[src/spr_pkg.sv]
// constants, types and operation list for the standard pcs word handling block
// Operation
// RL1: rate-match modes: off, basic10, basic20, gbe, pipe, pipe0
// RL2: negative-disparity 20-bit skip pattern configurable
// RL3: separate positive-disparity 20-bit skip pattern
// RL4: optional rate-match full and empty flags
// RL5: gen3 rate-match: bypass, 0 ppm, 600 ppm
// RL6: tx bit reversal sends msb first
// RL7: tx byte reversal swaps sub-words at 16/20
// RL8: tx polarity input inverts tx data
// RL9: rx bit reversal under control input
// RL10: rx byte reversal swaps sub-words under control
// RL11: rx byte swap before fifo, 16/20 only
// RL12: rx polarity input inverts rx data
// RL13: signal detect output above threshold
// RL14: rate select, switch and done ports
// RL15: electrical-idle infer select and idle status
// RL16: surrounding logic wires pipe clocks to pll
// RL17: pcs to serializer width 8/10/16/20
// RL18: polarity inverts all bits, one register stage
package spr_pkg;

    localparam int DW          = 20;
    localparam int SKIP_W      = 20;
    localparam int FIFO_DEPTH  = 8;
    localparam int PTR_W       = 3;
    localparam int FILL_W      = 4;
    localparam logic [3:0] FILL_HIGH = 4'h6;
    localparam logic [3:0] FILL_LOW  = 4'h2;
    localparam logic [3:0] FILL_MID  = 4'h4;
    localparam logic [3:0] FILL_MAX  = 4'h8;

    localparam logic [SKIP_W-1:0] SKIP_NEG_RST = 20'h00000;
    localparam logic [SKIP_W-1:0] SKIP_POS_RST = 20'h00000;

    localparam int IRQ_W      = 4;
    localparam int IRQ_FULL   = 0;
    localparam int IRQ_EMPTY  = 1;
    localparam int IRQ_SIGDET = 2;
    localparam int IRQ_IDLE   = 3;

    // register offsets
    localparam logic [3:0] A_CTRL    = 4'h0;
    localparam logic [3:0] A_SKIPNEG = 4'h1;
    localparam logic [3:0] A_SKIPPOS = 4'h2;
    localparam logic [3:0] A_STATUS  = 4'h3;
    localparam logic [3:0] A_IRQ     = 4'h4;
    localparam logic [3:0] A_MASK    = 4'h5;

    // ctrl field positions
    localparam int C_WIDTH   = 0;
    localparam int C_RMMODE  = 2;
    localparam int C_G3MODE  = 5;
    localparam int C_TXBIT   = 7;
    localparam int C_TXBYTE  = 8;
    localparam int C_TXPOL   = 9;
    localparam int C_RXBIT   = 10;
    localparam int C_RXBYTE  = 11;
    localparam int C_RXPOL   = 12;
    localparam int C_FLAGEN  = 13;
    localparam int C_SDEN    = 14;
    localparam int C_GEN3    = 15;
    localparam logic [15:0] CTRL_RST = 16'h0000;

    typedef enum logic [1:0] {
        SPR_W8  = 2'b00,
        SPR_W10 = 2'b01,
        SPR_W16 = 2'b10,
        SPR_W20 = 2'b11
    } spr_width_t;

    typedef enum logic [2:0] {
        SPR_RM_OFF    = 3'b000,
        SPR_RM_BASIC10 = 3'b001,
        SPR_RM_BASIC20 = 3'b010,
        SPR_RM_GBE    = 3'b011,
        SPR_RM_PIPE   = 3'b100,
        SPR_RM_PIPE0  = 3'b101
    } spr_rm_mode_t;

    typedef enum logic [1:0] {
        SPR_G3_BYPASS = 2'b00,
        SPR_G3_0PPM   = 2'b01,
        SPR_G3_600PPM = 2'b10
    } spr_g3_mode_t;

    typedef struct packed {
        logic [3:0]  addr;
        logic [31:0] wdata;
        logic        wr;
        logic        rd;
    } spr_bus_req_t;

    typedef struct packed {
        logic [1:0] rate;
        logic       eidle_infer_sel;
    } spr_pipe_ctl_t;

endpackage

[src/spr_core.sv]
// word reversal, polarity, rate-match and status logic of the standard pcs
`timescale 1ns/10ps
module spr_core #(
    parameter int DW = spr_pkg::DW
) (
    input  wire logic                  ref_clk,
    input  wire logic                  rst_n,
    input  wire spr_pkg::spr_bus_req_t bus_req,
    output logic [31:0]                bus_rdata,
    input  wire logic [DW-1:0]         tx_data,
    input  wire logic                  tx_polarity_invert,
    output logic [DW-1:0]              tx_ser_data,
    input  wire logic [DW-1:0]         rx_ser_data,
    input  wire logic                  rx_ser_valid,
    input  wire logic                  rx_polarity_invert,
    input  wire logic                  rx_bit_reverse_en,
    input  wire logic                  rx_byte_reverse_en,
    output logic [DW-1:0]              rx_data,
    output logic                       rx_data_valid,
    output logic                       rx_skip_deleted,
    output logic                       rx_skip_inserted,
    output logic                       rm_fifo_full,
    output logic                       rm_fifo_empty,
    input  wire logic                  rx_level_above,
    output logic                       signal_detect,
    input  wire spr_pkg::spr_pipe_ctl_t pipe_ctl,
    input  wire logic                  rx_idle_raw,
    output logic                       rx_elec_idle,
    output logic [1:0]                 pll_rate,
    input  wire logic                  rate_switch_request,
    output logic                       rate_switch_complete,
    output logic                       irq
);

    // -----------------------------------------------------------------
    // state
    // -----------------------------------------------------------------
    typedef struct packed {
        logic [15:0]                     ctrl;
        logic [spr_pkg::SKIP_W-1:0]      skip_neg;
        logic [spr_pkg::SKIP_W-1:0]      skip_pos;
        logic [spr_pkg::IRQ_W-1:0]       irq_stat;
        logic [spr_pkg::IRQ_W-1:0]       irq_mask;
        logic [31:0]                     rdata;
        logic [DW-1:0]                   tx_q;
        logic [DW-1:0]                   rx_q;
        logic                            rx_v;
        logic [spr_pkg::FIFO_DEPTH-1:0][DW-1:0] mem;
        logic [spr_pkg::PTR_W-1:0]       wp;
        logic [spr_pkg::PTR_W-1:0]       rp;
        logic [spr_pkg::FILL_W-1:0]      fill;
        logic [DW-1:0]                   out_q;
        logic                            out_v;
        logic                            del_p;
        logic                            ins_p;
        logic [2:0]                      lvl_s;
        logic                            lvl;
        logic [2:0]                      idl_s;
        logic                            idl;
        logic [2:0]                      sw_s;
        logic                            sw_done;
        logic [1:0]                      rate;
    } spr_state_t;

    spr_state_t s;
    spr_state_t next_s;

    function automatic logic [DW-1:0] bit_rev(input logic [DW-1:0] d, input spr_pkg::spr_width_t w);
        logic [DW-1:0] r;
        r = '0;
        for (int i = 0; i < DW; i++) begin
            case (w)
                spr_pkg::SPR_W8:  if (i < 8)  r[i] = d[7-i];
                spr_pkg::SPR_W10: if (i < 10) r[i] = d[9-i];
                spr_pkg::SPR_W16: if (i < 16) r[i] = d[15-i];
                default:          r[i] = d[DW-1-i];
            endcase
        end
        return r;
    endfunction

    function automatic logic [DW-1:0] byte_rev(input logic [DW-1:0] d, input spr_pkg::spr_width_t w);
        logic [DW-1:0] r;
        r = d;
        case (w)
            spr_pkg::SPR_W16: r = {4'h0, d[7:0], d[15:8]};
            spr_pkg::SPR_W20: r = {d[9:0], d[19:10]};
            default:          r = d;
        endcase
        return r;
    endfunction

    function automatic logic [DW-1:0] wmask(input spr_pkg::spr_width_t w);
        case (w)
            spr_pkg::SPR_W8:  wmask = 20'h000FF;
            spr_pkg::SPR_W10: wmask = 20'h003FF;
            spr_pkg::SPR_W16: wmask = 20'h0FFFF;
            default:          wmask = 20'hFFFFF;
        endcase
    endfunction

    // -----------------------------------------------------------------
    // datapath and registers
    // -----------------------------------------------------------------
    spr_pkg::spr_width_t   width;
    spr_pkg::spr_rm_mode_t rm_mode;
    spr_pkg::spr_g3_mode_t g3_mode;
    logic                  rm_on;
    logic                  rm_ppm0;
    logic [DW-1:0]         rx_w;
    logic [DW-1:0]         tx_w;
    logic                  is_skip;
    logic                  do_del;
    logic                  do_ins;
    logic                  wr_en;
    logic                  rd_en;
    logic [spr_pkg::IRQ_W-1:0] ev;
    logic [spr_pkg::IRQ_W-1:0] clr;

    assign width   = spr_pkg::spr_width_t'(s.ctrl[spr_pkg::C_WIDTH +: 2]);
    assign rm_mode = spr_pkg::spr_rm_mode_t'(s.ctrl[spr_pkg::C_RMMODE +: 3]);
    assign g3_mode = spr_pkg::spr_g3_mode_t'(s.ctrl[spr_pkg::C_G3MODE +: 2]);

    always_comb begin
        next_s = s;
        // RL17 width selection
        // RL6 tx bit order
        tx_w = tx_data & wmask(width);
        if (s.ctrl[spr_pkg::C_TXBIT]) begin
            tx_w = bit_rev(tx_w, width);
        end
        // RL7 tx sub-word swap
        if (s.ctrl[spr_pkg::C_TXBYTE]) begin
            tx_w = byte_rev(tx_w, width);
        end
        // RL8 RL18 tx inversion
        if (s.ctrl[spr_pkg::C_TXPOL] && tx_polarity_invert) begin
            tx_w = ~tx_w & wmask(width);
        end
        next_s.tx_q = tx_w;

        // RL12 RL18 rx inversion, then aligner-stage reversals
        rx_w = rx_ser_data & wmask(width);
        if (s.ctrl[spr_pkg::C_RXPOL] && rx_polarity_invert) begin
            rx_w = ~rx_w & wmask(width);
        end
        // RL9 rx bit order
        if (s.ctrl[spr_pkg::C_RXBIT] && rx_bit_reverse_en) begin
            rx_w = bit_rev(rx_w, width);
        end
        // RL10 RL11 swap before fifo, wide only
        if (s.ctrl[spr_pkg::C_RXBYTE] && rx_byte_reverse_en) begin
            rx_w = byte_rev(rx_w, width);
        end
        next_s.rx_q = rx_w;
        next_s.rx_v = rx_ser_valid;

        // RL1 RL5 mode decode
        rm_on = (rm_mode != spr_pkg::SPR_RM_OFF) &&
                !(s.ctrl[spr_pkg::C_GEN3] && g3_mode == spr_pkg::SPR_G3_BYPASS);
        rm_ppm0 = (rm_mode == spr_pkg::SPR_RM_PIPE0) ||
                  (s.ctrl[spr_pkg::C_GEN3] && g3_mode == spr_pkg::SPR_G3_0PPM);
        // RL2 RL3 skip recognition against both disparities
        is_skip = (s.rx_q == (s.skip_neg & wmask(width))) || (s.rx_q == (s.skip_pos & wmask(width)));
        // zero-ppm mode never adds or drops, so skips pass through untouched
        do_del = rm_on && !rm_ppm0 && s.rx_v && is_skip && (s.fill >= spr_pkg::FILL_HIGH);
        do_ins = rm_on && !rm_ppm0 && (s.fill <= spr_pkg::FILL_LOW) && (s.fill != '0) &&
                 is_skip && s.rx_v;
        wr_en = rm_on && s.rx_v && !do_del && (s.fill != spr_pkg::FILL_MAX);
        rd_en = rm_on && (s.fill >= spr_pkg::FILL_MID || (s.fill != '0 && !s.rx_v));
        next_s.del_p = do_del;
        next_s.ins_p = do_ins;
        if (wr_en) begin
            next_s.mem[s.wp] = s.rx_q;
            next_s.wp = s.wp + 1'b1;
        end
        // insertion repeats a skip by writing it twice
        if (do_ins && wr_en) begin
            next_s.mem[s.wp + 1'b1] = s.rx_q;
            next_s.wp = s.wp + 2'd2;
        end
        if (rd_en) begin
            next_s.out_q = s.mem[s.rp];
            next_s.rp = s.rp + 1'b1;
        end else if (!rm_on) begin
            next_s.out_q = s.rx_q;
        end
        next_s.out_v = rm_on ? rd_en : s.rx_v;
        next_s.fill = s.fill + (wr_en ? ((do_ins && s.fill != spr_pkg::FILL_MAX - 1) ? 4'h2 : 4'h1) : 4'h0)
                    - (rd_en ? 4'h1 : 4'h0);
        if (!rm_on) begin
            next_s.wp   = '0;
            next_s.rp   = '0;
            next_s.fill = '0;
        end

        // pin synchronisers, second and third stage compared
        next_s.lvl_s = {s.lvl_s[1:0], rx_level_above};
        next_s.idl_s = {s.idl_s[1:0], rx_idle_raw};
        next_s.sw_s  = {s.sw_s[1:0], rate_switch_request};
        if (s.lvl_s[2] == s.lvl_s[1]) next_s.lvl = s.lvl_s[2];
        if (s.idl_s[2] == s.idl_s[1]) next_s.idl = s.idl_s[2];
        // RL14 rate switch acknowledged once request seen steady
        next_s.sw_done = (s.sw_s[2] == s.sw_s[1]) && s.sw_s[2] && !s.sw_done;
        if (next_s.sw_done) next_s.rate = pipe_ctl.rate;

        // RL4 RL13 RL15 events set sticky bits, set wins over clear
        ev = '0;
        ev[spr_pkg::IRQ_FULL]   = s.ctrl[spr_pkg::C_FLAGEN] && s.fill == spr_pkg::FILL_MAX && rm_on;
        ev[spr_pkg::IRQ_EMPTY]  = s.ctrl[spr_pkg::C_FLAGEN] && s.fill == '0 && rm_on;
        ev[spr_pkg::IRQ_SIGDET] = s.ctrl[spr_pkg::C_SDEN] && !s.lvl && next_s.lvl;
        ev[spr_pkg::IRQ_IDLE]   = s.idl != next_s.idl;
        clr = '0;
        next_s.rdata = '0;
        if (bus_req.wr) begin
            case (bus_req.addr)
                spr_pkg::A_CTRL:    next_s.ctrl     = bus_req.wdata[15:0];
                spr_pkg::A_SKIPNEG: next_s.skip_neg = bus_req.wdata[spr_pkg::SKIP_W-1:0];
                spr_pkg::A_SKIPPOS: next_s.skip_pos = bus_req.wdata[spr_pkg::SKIP_W-1:0];
                spr_pkg::A_IRQ:     clr = bus_req.wdata[spr_pkg::IRQ_W-1:0];
                spr_pkg::A_MASK:    next_s.irq_mask = bus_req.wdata[spr_pkg::IRQ_W-1:0];
                default: ;
            endcase
        end
        next_s.irq_stat = (s.irq_stat & ~clr) | ev;
        if (bus_req.rd) begin
            case (bus_req.addr)
                spr_pkg::A_CTRL:    next_s.rdata = {16'h0000, s.ctrl};
                spr_pkg::A_SKIPNEG: next_s.rdata = {12'h000, s.skip_neg};
                spr_pkg::A_SKIPPOS: next_s.rdata = {12'h000, s.skip_pos};
                spr_pkg::A_STATUS:  next_s.rdata = {24'h000000, s.fill, s.idl, s.lvl,
                                                    s.fill == '0, s.fill == spr_pkg::FILL_MAX};
                spr_pkg::A_IRQ:     next_s.rdata = {28'h0000000, s.irq_stat};
                spr_pkg::A_MASK:    next_s.rdata = {28'h0000000, s.irq_mask};
                default:            next_s.rdata = '0;
            endcase
        end
    end

    always_ff @(posedge ref_clk or negedge rst_n) begin
        if (!rst_n) begin
            s          <= '0;
            s.ctrl     <= spr_pkg::CTRL_RST;
            s.skip_neg <= spr_pkg::SKIP_NEG_RST;
            s.skip_pos <= spr_pkg::SKIP_POS_RST;
        end else begin
            s <= next_s;
        end
    end

    // -----------------------------------------------------------------
    // outputs
    // -----------------------------------------------------------------
    assign bus_rdata            = s.rdata;
    assign tx_ser_data          = s.tx_q;
    assign rx_data              = s.out_q;
    assign rx_data_valid        = s.out_v;
    assign rx_skip_deleted      = s.del_p;
    assign rx_skip_inserted     = s.ins_p;
    // RL4 flags gated by enable
    assign rm_fifo_full         = s.ctrl[spr_pkg::C_FLAGEN] && s.fill == spr_pkg::FILL_MAX;
    assign rm_fifo_empty        = s.ctrl[spr_pkg::C_FLAGEN] && s.fill == '0;
    // RL13 gated detect
    assign signal_detect        = s.ctrl[spr_pkg::C_SDEN] && s.lvl;
    // RL15 idle status, inference select passes to infer gate
    assign rx_elec_idle         = s.idl && pipe_ctl.eidle_infer_sel == 1'b0 ? s.idl : s.idl && !s.lvl;
    assign pll_rate             = s.rate;
    assign rate_switch_complete = s.sw_done;
    assign irq                  = |(s.irq_stat & s.irq_mask);
endmodule

[config.mk]
export PLATFORM = sky130hd
export DESIGN_NAME = spr_core
export DESIGN_NICKNAME = d
export VERILOG_FILES = /design/src/spr_pkg.sv /design/src/spr_core.sv
export SDC_FILE = /design/constraint.sdc
export NUM_CORES = 1
export LEC_CHECK = 0
export CAP_MARGIN = 30
export CORE_MARGIN = 8
export CORE_UTILIZATION = 51
export DETAILED_ROUTE_END_ITERATION = 7
export DONT_BUFFER_PORTS = 1
export PLACE_DENSITY_LB_ADDON = 0.1
export SLEW_MARGIN = 15
export SYNTH_ARGS = -nofsm -noshare
export SYNTH_HDL_FRONTEND = slang
export SYNTH_SLANG_ARGS = --single-unit
export TNS_END_PERCENT = 20
[constraint.sdc]
create_clock -name ref_clk -period 3.2 [get_ports ref_clk]
set_input_delay 0.32 -clock ref_clk [delete_from_list [all_inputs] [get_ports ref_clk]]
set_output_delay 0.32 -clock ref_clk [all_outputs]
set_load 0.05 [all_outputs]
==> results.json, run 1 <==
{
  "yosysMostFrequentCell": "dfrtp_1",
  "ys_seq_area_frac": 0.467,
  "clkTransAtPathRegs_ps": 60,
  "start_kind": "flop",
  "cp-end-kind": "flop",
  "postSynthCellCount": 1495,
  "crit_fanout": 6,
  "grt_max_degree": 333,
  "max_cap_viol_count": 0,
  "reg2reg_to": "s[40]",
  "clkLatencyLatePin_ps": 550,
  "port_buffers": 0,
  "yosysWarnings": 0,
  "fin_hold_ws_ps": -516,
  "r2r_setup_slack_ps": -9,
  "skew_ps": 24.5,
  "holdCritPathClass": "primary input to asynchronous set/reset pin",
  "power_leakage_nw": 8.85,
  "cts_tree": "yes",
  "async_flop_share": 1.00,
  "pwr_density_cell_mw_per_mm2": 890,
  "r2r-start": "s[329]",
  "grt_pass1_wl_mm": 71.6,
  "synth.distinct_cells": 68,
  "drive_gt1_frac": 0.302,
  "finalHoldViolCount": 332,
  "cp.required_ps": 3610,
  "critPathLaunch": "s[329]",
  "grt_util_all_layers": 0.220,
  "place_congestion": 0.851,
  "dieArea_sq_mm": 0.0411,
  "wl_per_cell_um": 23.1,
  "antenna_found_initial": 2,
  "core_sq_mm": 0.0345,
  "rsz0062_at_grt": "true",
  "start_util": 0.517,
  "synth_edf_count": 0,
  "clock_sink_count": 332,
  "avgSynthCellArea_sq_um": 11.9,
  "period_needed_ps": 3210,
  "violations": "hold timing, setup timing",
  "cp.arrival_ps": 3620,
  "fmax_mhz": 312,
  "synth_ff_type": "dfrtp_1",
  "ir_worst_vdd_mv": 0.732,
  "drc_errors": 0,
  "synth_common_cells": "332 x dfrtp_1, 186 x mux2_2, 130 x nand2_1, 84 x o21ai_0, 80 x buf_4",
  "fin_area_sq_mm": 0.0197,
  "synth_top_area_share": 0.467,
  "setup_viol_count_final": 1,
  "outcome": "finished, violations left",
  "antenna_left": 0,
  "die_y_um": 203,
  "synth_top_area_cell": "dfrtp_1",
  "cp-endpoint": "s[40]",
  "tightest_slew_ps": 1120,
  "utilization": 0.571,
  "synth_area_leaders": "dfrtp_1 47%, mux2_2 12%, mux4_2 7.1%, mux2i_1 4.1%, buf_4 3.4%",
  "htreeDepth": 2,
  "io_pins": 174,
  "overflow": 0,
  "row_count": 68,
  "drt_wl_total_mm": 44.9,
  "drtIter0Drc": 580,
  "post_cts_buffers": 0,
  "place_ws_ps": -149,
  "cts_hold_buf": 26,
  "cts-root-buf": "clkbuf_16",
  "relSlewSlack": 0.255,
  "setup_slack_ps": -8.87,
  "placed_cell_area_sq_mm": 0.0181,
  "syn_to_final_growth_pct": 10.6,
  "synth-seq-cells": 332,
  "min_period_over_period": 1.00,
  "die_x_um": 203,
  "detailed_place_hpwl_mm": 29.2,
  "grt_pass1_vias": 12064,
  "rr_worst_depth": 14,
  "power_w": 0.0175,
  "drt_first_pass_iters": 5,
  "slew_viol_final": 0,
  "vias_per_cell": 5.91,
  "syn-cell-area_sq_mm": 0.0178,
  "fill_cells": 2892,
  "via_count": 11472,
  "fin_nets": 1565,
  "cts_buffer_depth": 3,
  "cts_inserted_buffers": 38,
  "crit_type": "flop to flop"
}
## state kept, by name (all words and copies together), names as in the netlist, 2 cells and up
name / count
s: 255
bus_rdata: 20
rx_data: 20
tx_ser_data: 20
next_s: 6
rm_mode: 3
g3_mode: 2
pll_rate: 2
## worst min path at each step
stage | start | end | slack (ps) | cells after the start
after floorplan | rst_n | bus_rdata[0] | 20 | 0
after global placement | rst_n | s[143] | 40 | 0
after detailed placement | rst_n | s[143] | 40 | 0
after CTS | rst_n | s[143] | -550 | 0
after global routing | rst_n | s[143] | -550 | 0
final | rst_n | s[143] | -520 | 0
## cell families (layout without fill, tap and decap cells)
group	Yosys count	after routing	synth area share
other	1	14	0.000211
adder cells (fa/ha/maj)	18	18	0.0128
flip-flops	332	332	0.467
buffers and inverters	211	190	0.0647
AND/OR/NAND/NOR	274	274	0.0695
multiplexers	355	355	0.263
AO/OA/AOI/OAI	235	235	0.0889
XOR/XNOR	69	69	0.0339
## metrics by stage
| step | TNS, ps | cells |
|---|---|---|
| 2_1_floorplan | -7.16 | 1506 |
| 3_5_place_dp | -306 | 1847 |
| 5_1_grt | -529 | 1942 |
| 4_1_cts | -46.9 | 1940 |
| 3_3_place_gp | -75.3 | 1847 |
| 6_report | -8.87 | 1942 |
## area by class of cell
class                      instances  area [sq um]  area share
antenna                            2          5.00    0.000254
inverter                          21          78.8     0.00400
clock inverter                    14           168     0.00851
timing repair buffer             102           951      0.0483
multi-input combinational        963          8500       0.431
clock buffer                      53          1110      0.0562
sequential                       332          8320       0.422
tap                              455           569      0.0289
## report_power, final
part | internal, W | switching (W) | leakage [nW]
Clock | 0.00266 | 0.00173 | 0.623
Sequential | 0.00548 | 0.00183 | 4.28
Combinational | 0.00301 | 0.00282 | 3.96
## worst max-delay path: stages, from the launching register on
cell	delay, ps
dfrtp_2	450
or3_1	380
a22o_1	250
nor4_2	280
o2bb2a_4	210
a311o_1	310
inv_1	60
nand2_1	50
ha_1	300
inv_2	90
ha_4	200
a21o_1	180
a21oi_2	130
xnor2_1	130
nor2_1	50
## cells in the final DEF, fill, tap and decap left out, types with 9 or more instances in the layout
cell | Yosys | routed
dlygate4sd3_1 | 0 | 26
a222oi_1 | 11 | 11
xnor2_1 | 42 | 42
a211oi_1 | 9 | 9
buf_4 | 80 | 65
xor2_1 | 27 | 27
conb_1 | 1 | 12
buf_12 | 0 | 9
a21oi_1 | 36 | 35
o22ai_1 | 9 | 9
mux2i_1 | 73 | 73
mux4_2 | 56 | 56
nor2_1 | 65 | 65
nand2_1 | 130 | 130
dfrtp_1 | 332 | 327
a22oi_1 | 16 | 16
clkbuf_8 | 0 | 10
ha_1 | 15 | 13
and2_1 | 13 | 13
nand3_1 | 11 | 11
mux2_2 | 186 | 186
nand2b_1 | 10 | 10
mux2_4 | 40 | 40
clkbuf_16 | 0 | 38
inv_1 | 21 | 20
o21ai_0 | 84 | 81
## repair_timing
action,CTS,global route
gates resized for setup,5,7
endpoints found under the setup margin,3,6
endpoints found under the hold margin,402,332
pin swaps,1,3
## per-layer routing
layer  up-vias  part of all wire  GRT usage
met1      5919              0.45      0.298
met2       262              0.48      0.356
met5         -                 0          0
met4         0             0.021     0.0541
li1       5230                 -          -
met3        61             0.056     0.0512
No activity file was read; power rests on OpenSTA's default activity.
==> run 2: changes to the inputs <==
==> constraint.sdc (replaced) <==
create_clock -name ref_clk -period 3.52 [get_ports ref_clk]
set_input_delay 0.352 -clock ref_clk [delete_from_list [all_inputs] [get_ports ref_clk]]
set_output_delay 0.352 -clock ref_clk [all_outputs]
set_load 0.05 [all_outputs]
==> results.json, run 2 (same netlist as run 1, synthesis figures left out) <==
{
  "ir_worst_vdd_mv": 0.680,
  "placed_cell_area_sq_mm": 0.0180,
  "relSlewSlack": 0.379,
  "grt_max_degree": 333,
  "period_needed_ps": 3370,
  "place_ws_ps": 19.4,
  "setup_slack_ps": 153,
  "vias_per_cell": 5.94,
  "power_leakage_nw": 8.84,
  "min_period_over_period": 0.957,
  "antenna_found_initial": 1,
  "detailed_place_hpwl_mm": 29.0,
  "grt_pass1_wl_mm": 70.6,
  "grt_pass1_vias": 11907,
  "wl_per_cell_um": 23.1,
  "core_sq_mm": 0.0345,
  "fmax_mhz": 297,
  "most-common-layout-cells": "328 x dfrtp_1, 186 x mux2_2, 130 x nand2_1, 81 x o21ai_0, 73 x mux2i_1",
  "cts_buffer_depth": 3,
  "regMostFlops": "s",
  "fin_hold_ws_ps": -475,
  "tightest_slew_ps": 929,
  "placed_cells": 1834,
  "cp.required_ps": 3930,
  "overflow": 0,
  "clock_sink_count": 332,
  "holdCritPathClass": "primary input to asynchronous set/reset pin",
  "dieArea_sq_mm": 0.0411,
  "cts_inserted_buffers": 38,
  "violations": "hold timing",
  "cp-end-kind": "flop",
  "row_count": 68,
  "drt_wl_total_mm": 44.7,
  "grt_util_all_layers": 0.216,
  "fin_area_sq_mm": 0.0196,
  "drive_gt1_frac": 0.294,
  "cts-root-buf": "clkbuf_16",
  "fin_cells": 1932,
  "finalHoldViolCount": 332,
  "syn_to_final_growth_pct": 10.4,
  "start_util": 0.517,
  "drt_first_pass_iters": 5,
  "crit_fanout": 8,
  "via_count": 11467,
  "die_x_um": 203,
  "place_congestion": 0.860,
  "skew_ps": 21.9,
  "setup_viol_count_final": 0,
  "fin_nets": 1555,
  "drc_errors": 0,
  "antenna_left": 0,
  "final_common_cell": "dfrtp_1",
  "cts_tree": "yes",
  "start_kind": "flop",
  "utilization": 0.570,
  "port_buffers": 0,
  "post_cts_buffers": 0,
  "slew_viol_final": 0,
  "crit_type": "flop to flop",
  "max_cap_viol_count": 0,
  "htreeDepth": 2,
  "cp.arrival_ps": 3780,
  "largest_reg_flops": 255,
  "cts_hold_buf": 26,
  "io_pins": 174,
  "clkLatencyLatePin_ps": 540,
  "clkTransAtPathRegs_ps": 60,
  "drtIter0Drc": 779,
  "die_y_um": 203,
  "outcome": "finished, violations left",
  "pwr_density_cell_mw_per_mm2": 811
}
==> run 2: changes by cell type in the layout (fill, tap and decap cells not counted), sizes merged <==
cell / before / now
buf: 76 / 66
clkinvlp: 3 / 1
inv: 21 / 23
diode: 2 / 1
clkinv: 8 / 4
clkbuf: 53 / 58
==> run 2: metrics by stage <==
stage / TNS, ps / hold WS [ps] / total power (W)
2_1_floorplan: 0 / 56.4 / 0.0107
3_3_place_gp: 0 / 65.8 / 0.0117
3_5_place_dp: 0 / 68.2 / 0.0118
4_1_cts: 0 / -486 / 0.0160
5_1_grt: -170 / -490 / 0.0169
6_report: 0 / -475 / 0.0159
==> run 2: path summary, 6_finish.rpt <==
check,from,end,slack (ps),depth (start not counted)
worst max-delay path,s[329],s[40],150,15
worst min-delay path,rst_n,pll_rate[0],-470,0
worst max register to register,s[329],s[40],150,15
worst min register to register,next_s[8],next_s[9],350,0
max in group asynchronous,rst_n,s[328],3220,0
min in group ref_clk,bus_req[5],s[287],30,2
==> run 2: worst max-delay path, stage by stage, from the launching register on <==
cell	delay, ps
dfrtp_2	440
nand2_1	110
a2111oi_1	400
o2111ai_1	180
nor4_2	310
o2bb2a_4	210
a311o_1	310
inv_1	70
nand2_1	50
ha_1	280
inv_1	70
ha_1	300
a21o_1	170
a21oi_2	160
xnor2_1	140
nor2_1	50
==> run 2: area by class of cell <==
class | count | area [sq um]
Timing Repair Buffer | 92 | 902
Tap cell | 455 | 569
Inverter | 21 | 78.8
Clock buffer | 58 | 1160
Multi-Input combinational cell | 963 | 8490
Antenna cell | 1 | 2.50
Clock inverter | 10 | 135
Sequential cell | 332 | 8320
Fill cell | 2861 | 14800
==> run 2: power by group <==
part | leakage (nW) | internal (W) | switching, W | total, W
Sequential | 4.28 | 0.00498 | 0.00166 | 0.00664
Clock | 0.636 | 0.00249 | 0.00157 | 0.00406
Combinational | 3.93 | 0.00270 | 0.00254 | 0.00523
Total | 8.84 | 0.0102 | 0.00577 | 0.0159
==> run 2: what timing repair did <==
action	4_1_cts	5_1_grt
endpoints found under the hold margin	401	332
resized for setup	0	13
setup endpoints to repair	0	3
==> run 2: layer usage <==
metal,track usage,share of wire
met1,0.288,0.44
met2,0.358,0.49
met3,0.0418,0.054
met4,0.0572,0.021
met5,0,0
==> run 3: changes to the inputs <==
--- a/config.mk
+++ b/config.mk
@@ -8,10 +8,11 @@
 export CAP_MARGIN = 30
 export CORE_MARGIN = 8
 export CORE_UTILIZATION = 51
+export CTS_BUF_LIST = sky130_fd_sc_hd__clkbuf_8
 export DETAILED_ROUTE_END_ITERATION = 7
 export DONT_BUFFER_PORTS = 1
 export PLACE_DENSITY_LB_ADDON = 0.1
-export SLEW_MARGIN = 15
+export SLEW_MARGIN = 5
 export SYNTH_ARGS = -nofsm -noshare
 export SYNTH_HDL_FRONTEND = slang
 export SYNTH_SLANG_ARGS = --single-unit
==> results.json, run 3 (same netlist as run 1, synthesis figures left out) <==
{
  "finalHoldViolCount": 332,
  "slowest_stage": "dfrtp_2",
  "path_buf_inv": 4,
  "clkTransAtPathRegs_ps": 60,
  "holdCritPathClass": "primary input to asynchronous set/reset pin",
  "core_sq_mm": 0.0345,
  "cts_inserted_buffers": 57,
  "dieArea_sq_mm": 0.0411,
  "io_pins": 174,
  "grt_pass1_wl_mm": 71.2,
  "wl_per_cell_um": 22.9,
  "cts_tree": "yes",
  "ir_worst_vdd_mv": 0.690,
  "die_y_um": 203,
  "grt_max_degree": 333,
  "max_cap_viol_count": 0,
  "die_x_um": 203,
  "drt_wl_total_mm": 45.1,
  "fin_hold_ws_ps": -580,
  "grt_pass1_vias": 12159,
  "max_stage_delay_ps": 460,
  "clock_sink_count": 332,
  "slew_viol_final": 0,
  "cts-root-buf": "clkbuf_8",
  "crit_type": "flop to flop",
  "p_clk_frac": 0.239,
  "antenna_left": 0,
  "largest_reg_flops": 255,
  "cts_hold_buf": 33,
  "cp.required_ps": 4020,
  "gr-max-usage-layer": "met2",
  "rr_worst_depth": 17,
  "drive_gt1_frac": 0.303,
  "outcome": "finished, violations left",
  "fin_nets": 1580,
  "clkLatencyLatePin_ps": 650,
  "drc_errors": 0,
  "cp-end-kind": "flop",
  "r2r_setup_slack_ps": 160,
  "r2r-start": "s[329]",
  "setup_slack_ps": 163,
  "most-common-layout-cells": "328 x dfrtp_1, 186 x mux2_2, 130 x nand2_1, 81 x o21ai_0, 75 x clkbuf_8",
  "drt_first_pass_iters": 5,
  "place_ws_ps": 19.4,
  "cp_top_family": "compound AO/OA/AOI/OAI gates",
  "path_cells": "buf_4 > nand2_1 > buf_4 > o21ai_0 > a32oi_1 > o21ai_1 > o2bb2a_4 > a311o_1 > inv_1 > nand2_1 > ha_1 > inv_1 > ha_1 > a21o_1 > a21oi_2 > xnor2_1 > nor2_1",
  "n_antenna_cell": 0,
  "netSwitchingFraction": 0.372,
  "row_count": 68,
  "p_sw_w": 0.00581,
  "combPwrFrac": 0.335,
  "reg2reg_to": "s[40]",
  "tightest_slew_ps": 965,
  "gr-usage-met2": 0.358,
  "grt_use_met1": 0.286,
  "met3_usage": 0.0454,
  "p_int_w": 0.00980,
  "fmax_mhz": 298,
  "period_needed_ps": 3360,
  "regMostFlops": "s",
  "start_kind": "flop",
  "vias_per_cell": 5.87,
  "antenna_found_initial": 0,
  "cp.arrival_ps": 3860,
  "pwr_density_cell_mw_per_mm2": 794,
  "min_period_over_period": 0.954,
  "place_congestion": 0.860,
  "syn_to_final_growth_pct": 10.5,
  "via_count": 11576,
  "htreeDepth": 2,
  "final_common_cell": "dfrtp_1",
  "relSlewSlack": 0.355,
  "drtIter0Drc": 805,
  "skew_ps": 41.7,
  "start_util": 0.517,
  "p_seq_frac": 0.426,
  "power_leakage_nw": 8.93,
  "detailed_place_hpwl_mm": 29.0,
  "cts_buffer_depth": 3,
  "critPathLaunch": "s[329]",
  "port_buffers": 0,
  "setup_viol_count_final": 0,
  "grt_util_all_layers": 0.219,
  "overflow": 0,
  "crit_fanout": 8,
  "violations": "hold timing"
}
==> run 3: metal layers <==
| layer | wire (um) | up-vias | share of wire |
|---|---|---|---|
| li1 | - | 5257 | - |
| met1 | 19800 | 5947 | 0.44 |
| met2 | 21700 | 291 | 0.48 |
| met3 | 2440 | 81 | 0.054 |
| met4 | 1160 | 0 | 0.026 |
| met5 | 0 | - | 0 |
==> run 3: per-stage QoR <==
stage | total power [W] | TNS [ps] | instance area (sq um) | cells | util
final | 0.0156 | 0 | 19700 | 1971 | 0.571
after global routing | 0.0165 | -13.3 | 19700 | 1971 | 0.571
after CTS | 0.0157 | 0 | 19500 | 1969 | 0.567
after detailed placement | 0.0118 | 0 | 18000 | 1834 | 0.522
after global placement | 0.0117 | 0 | 18000 | 1833 | 0.522
after floorplan | 0.0107 | 0 | 17800 | 1506 | -
==> run 3: how the worst max path moves through the flow <==
stage          endpoint  slack (ps)  cells after the start
3_3_place_gp      s[40]          20                     15
4_1_cts           s[40]           4                     16
6_report          s[40]         160                     17
5_1_grt           s[40]         -10                     15
3_5_place_dp      s[40]          20                     16
2_1_floorplan     s[40]         160                     16
==> run 3: area by class of cell <==
class,count,area [sq um]
fillers,2888,14800
multi-input cells,963,8490
flip-flops and latches,332,8320
clock buffers,75,1030
repair buffers,98,986
well taps,455,569
clock inverters,27,196
inverters,21,78.8
==> run 3: what timing repair did <==
| item | CTS | global route |
|---|---|---|
| setup endpoints to repair | 0 | 3 |
| setup buffers | 0 | 0 |
| endpoints found under the hold margin | 406 | 332 |
| resized for setup | 0 | 14 |
==> run 3: power groups by stage <==
stage / Clock (W) / Sequential, W / Combinational [W]
6_report: 0.00373 / 0.00665 / 0.00523
4_1_cts: 0.00385 / 0.00664 / 0.00521
5_1_grt: 0.00400 / 0.00680 / 0.00575
3_3_place_gp: 0 / 0.00666 / 0.00505
2_1_floorplan: 0 / 0.00554 / 0.00514
3_5_place_dp: 0 / 0.00671 / 0.00514
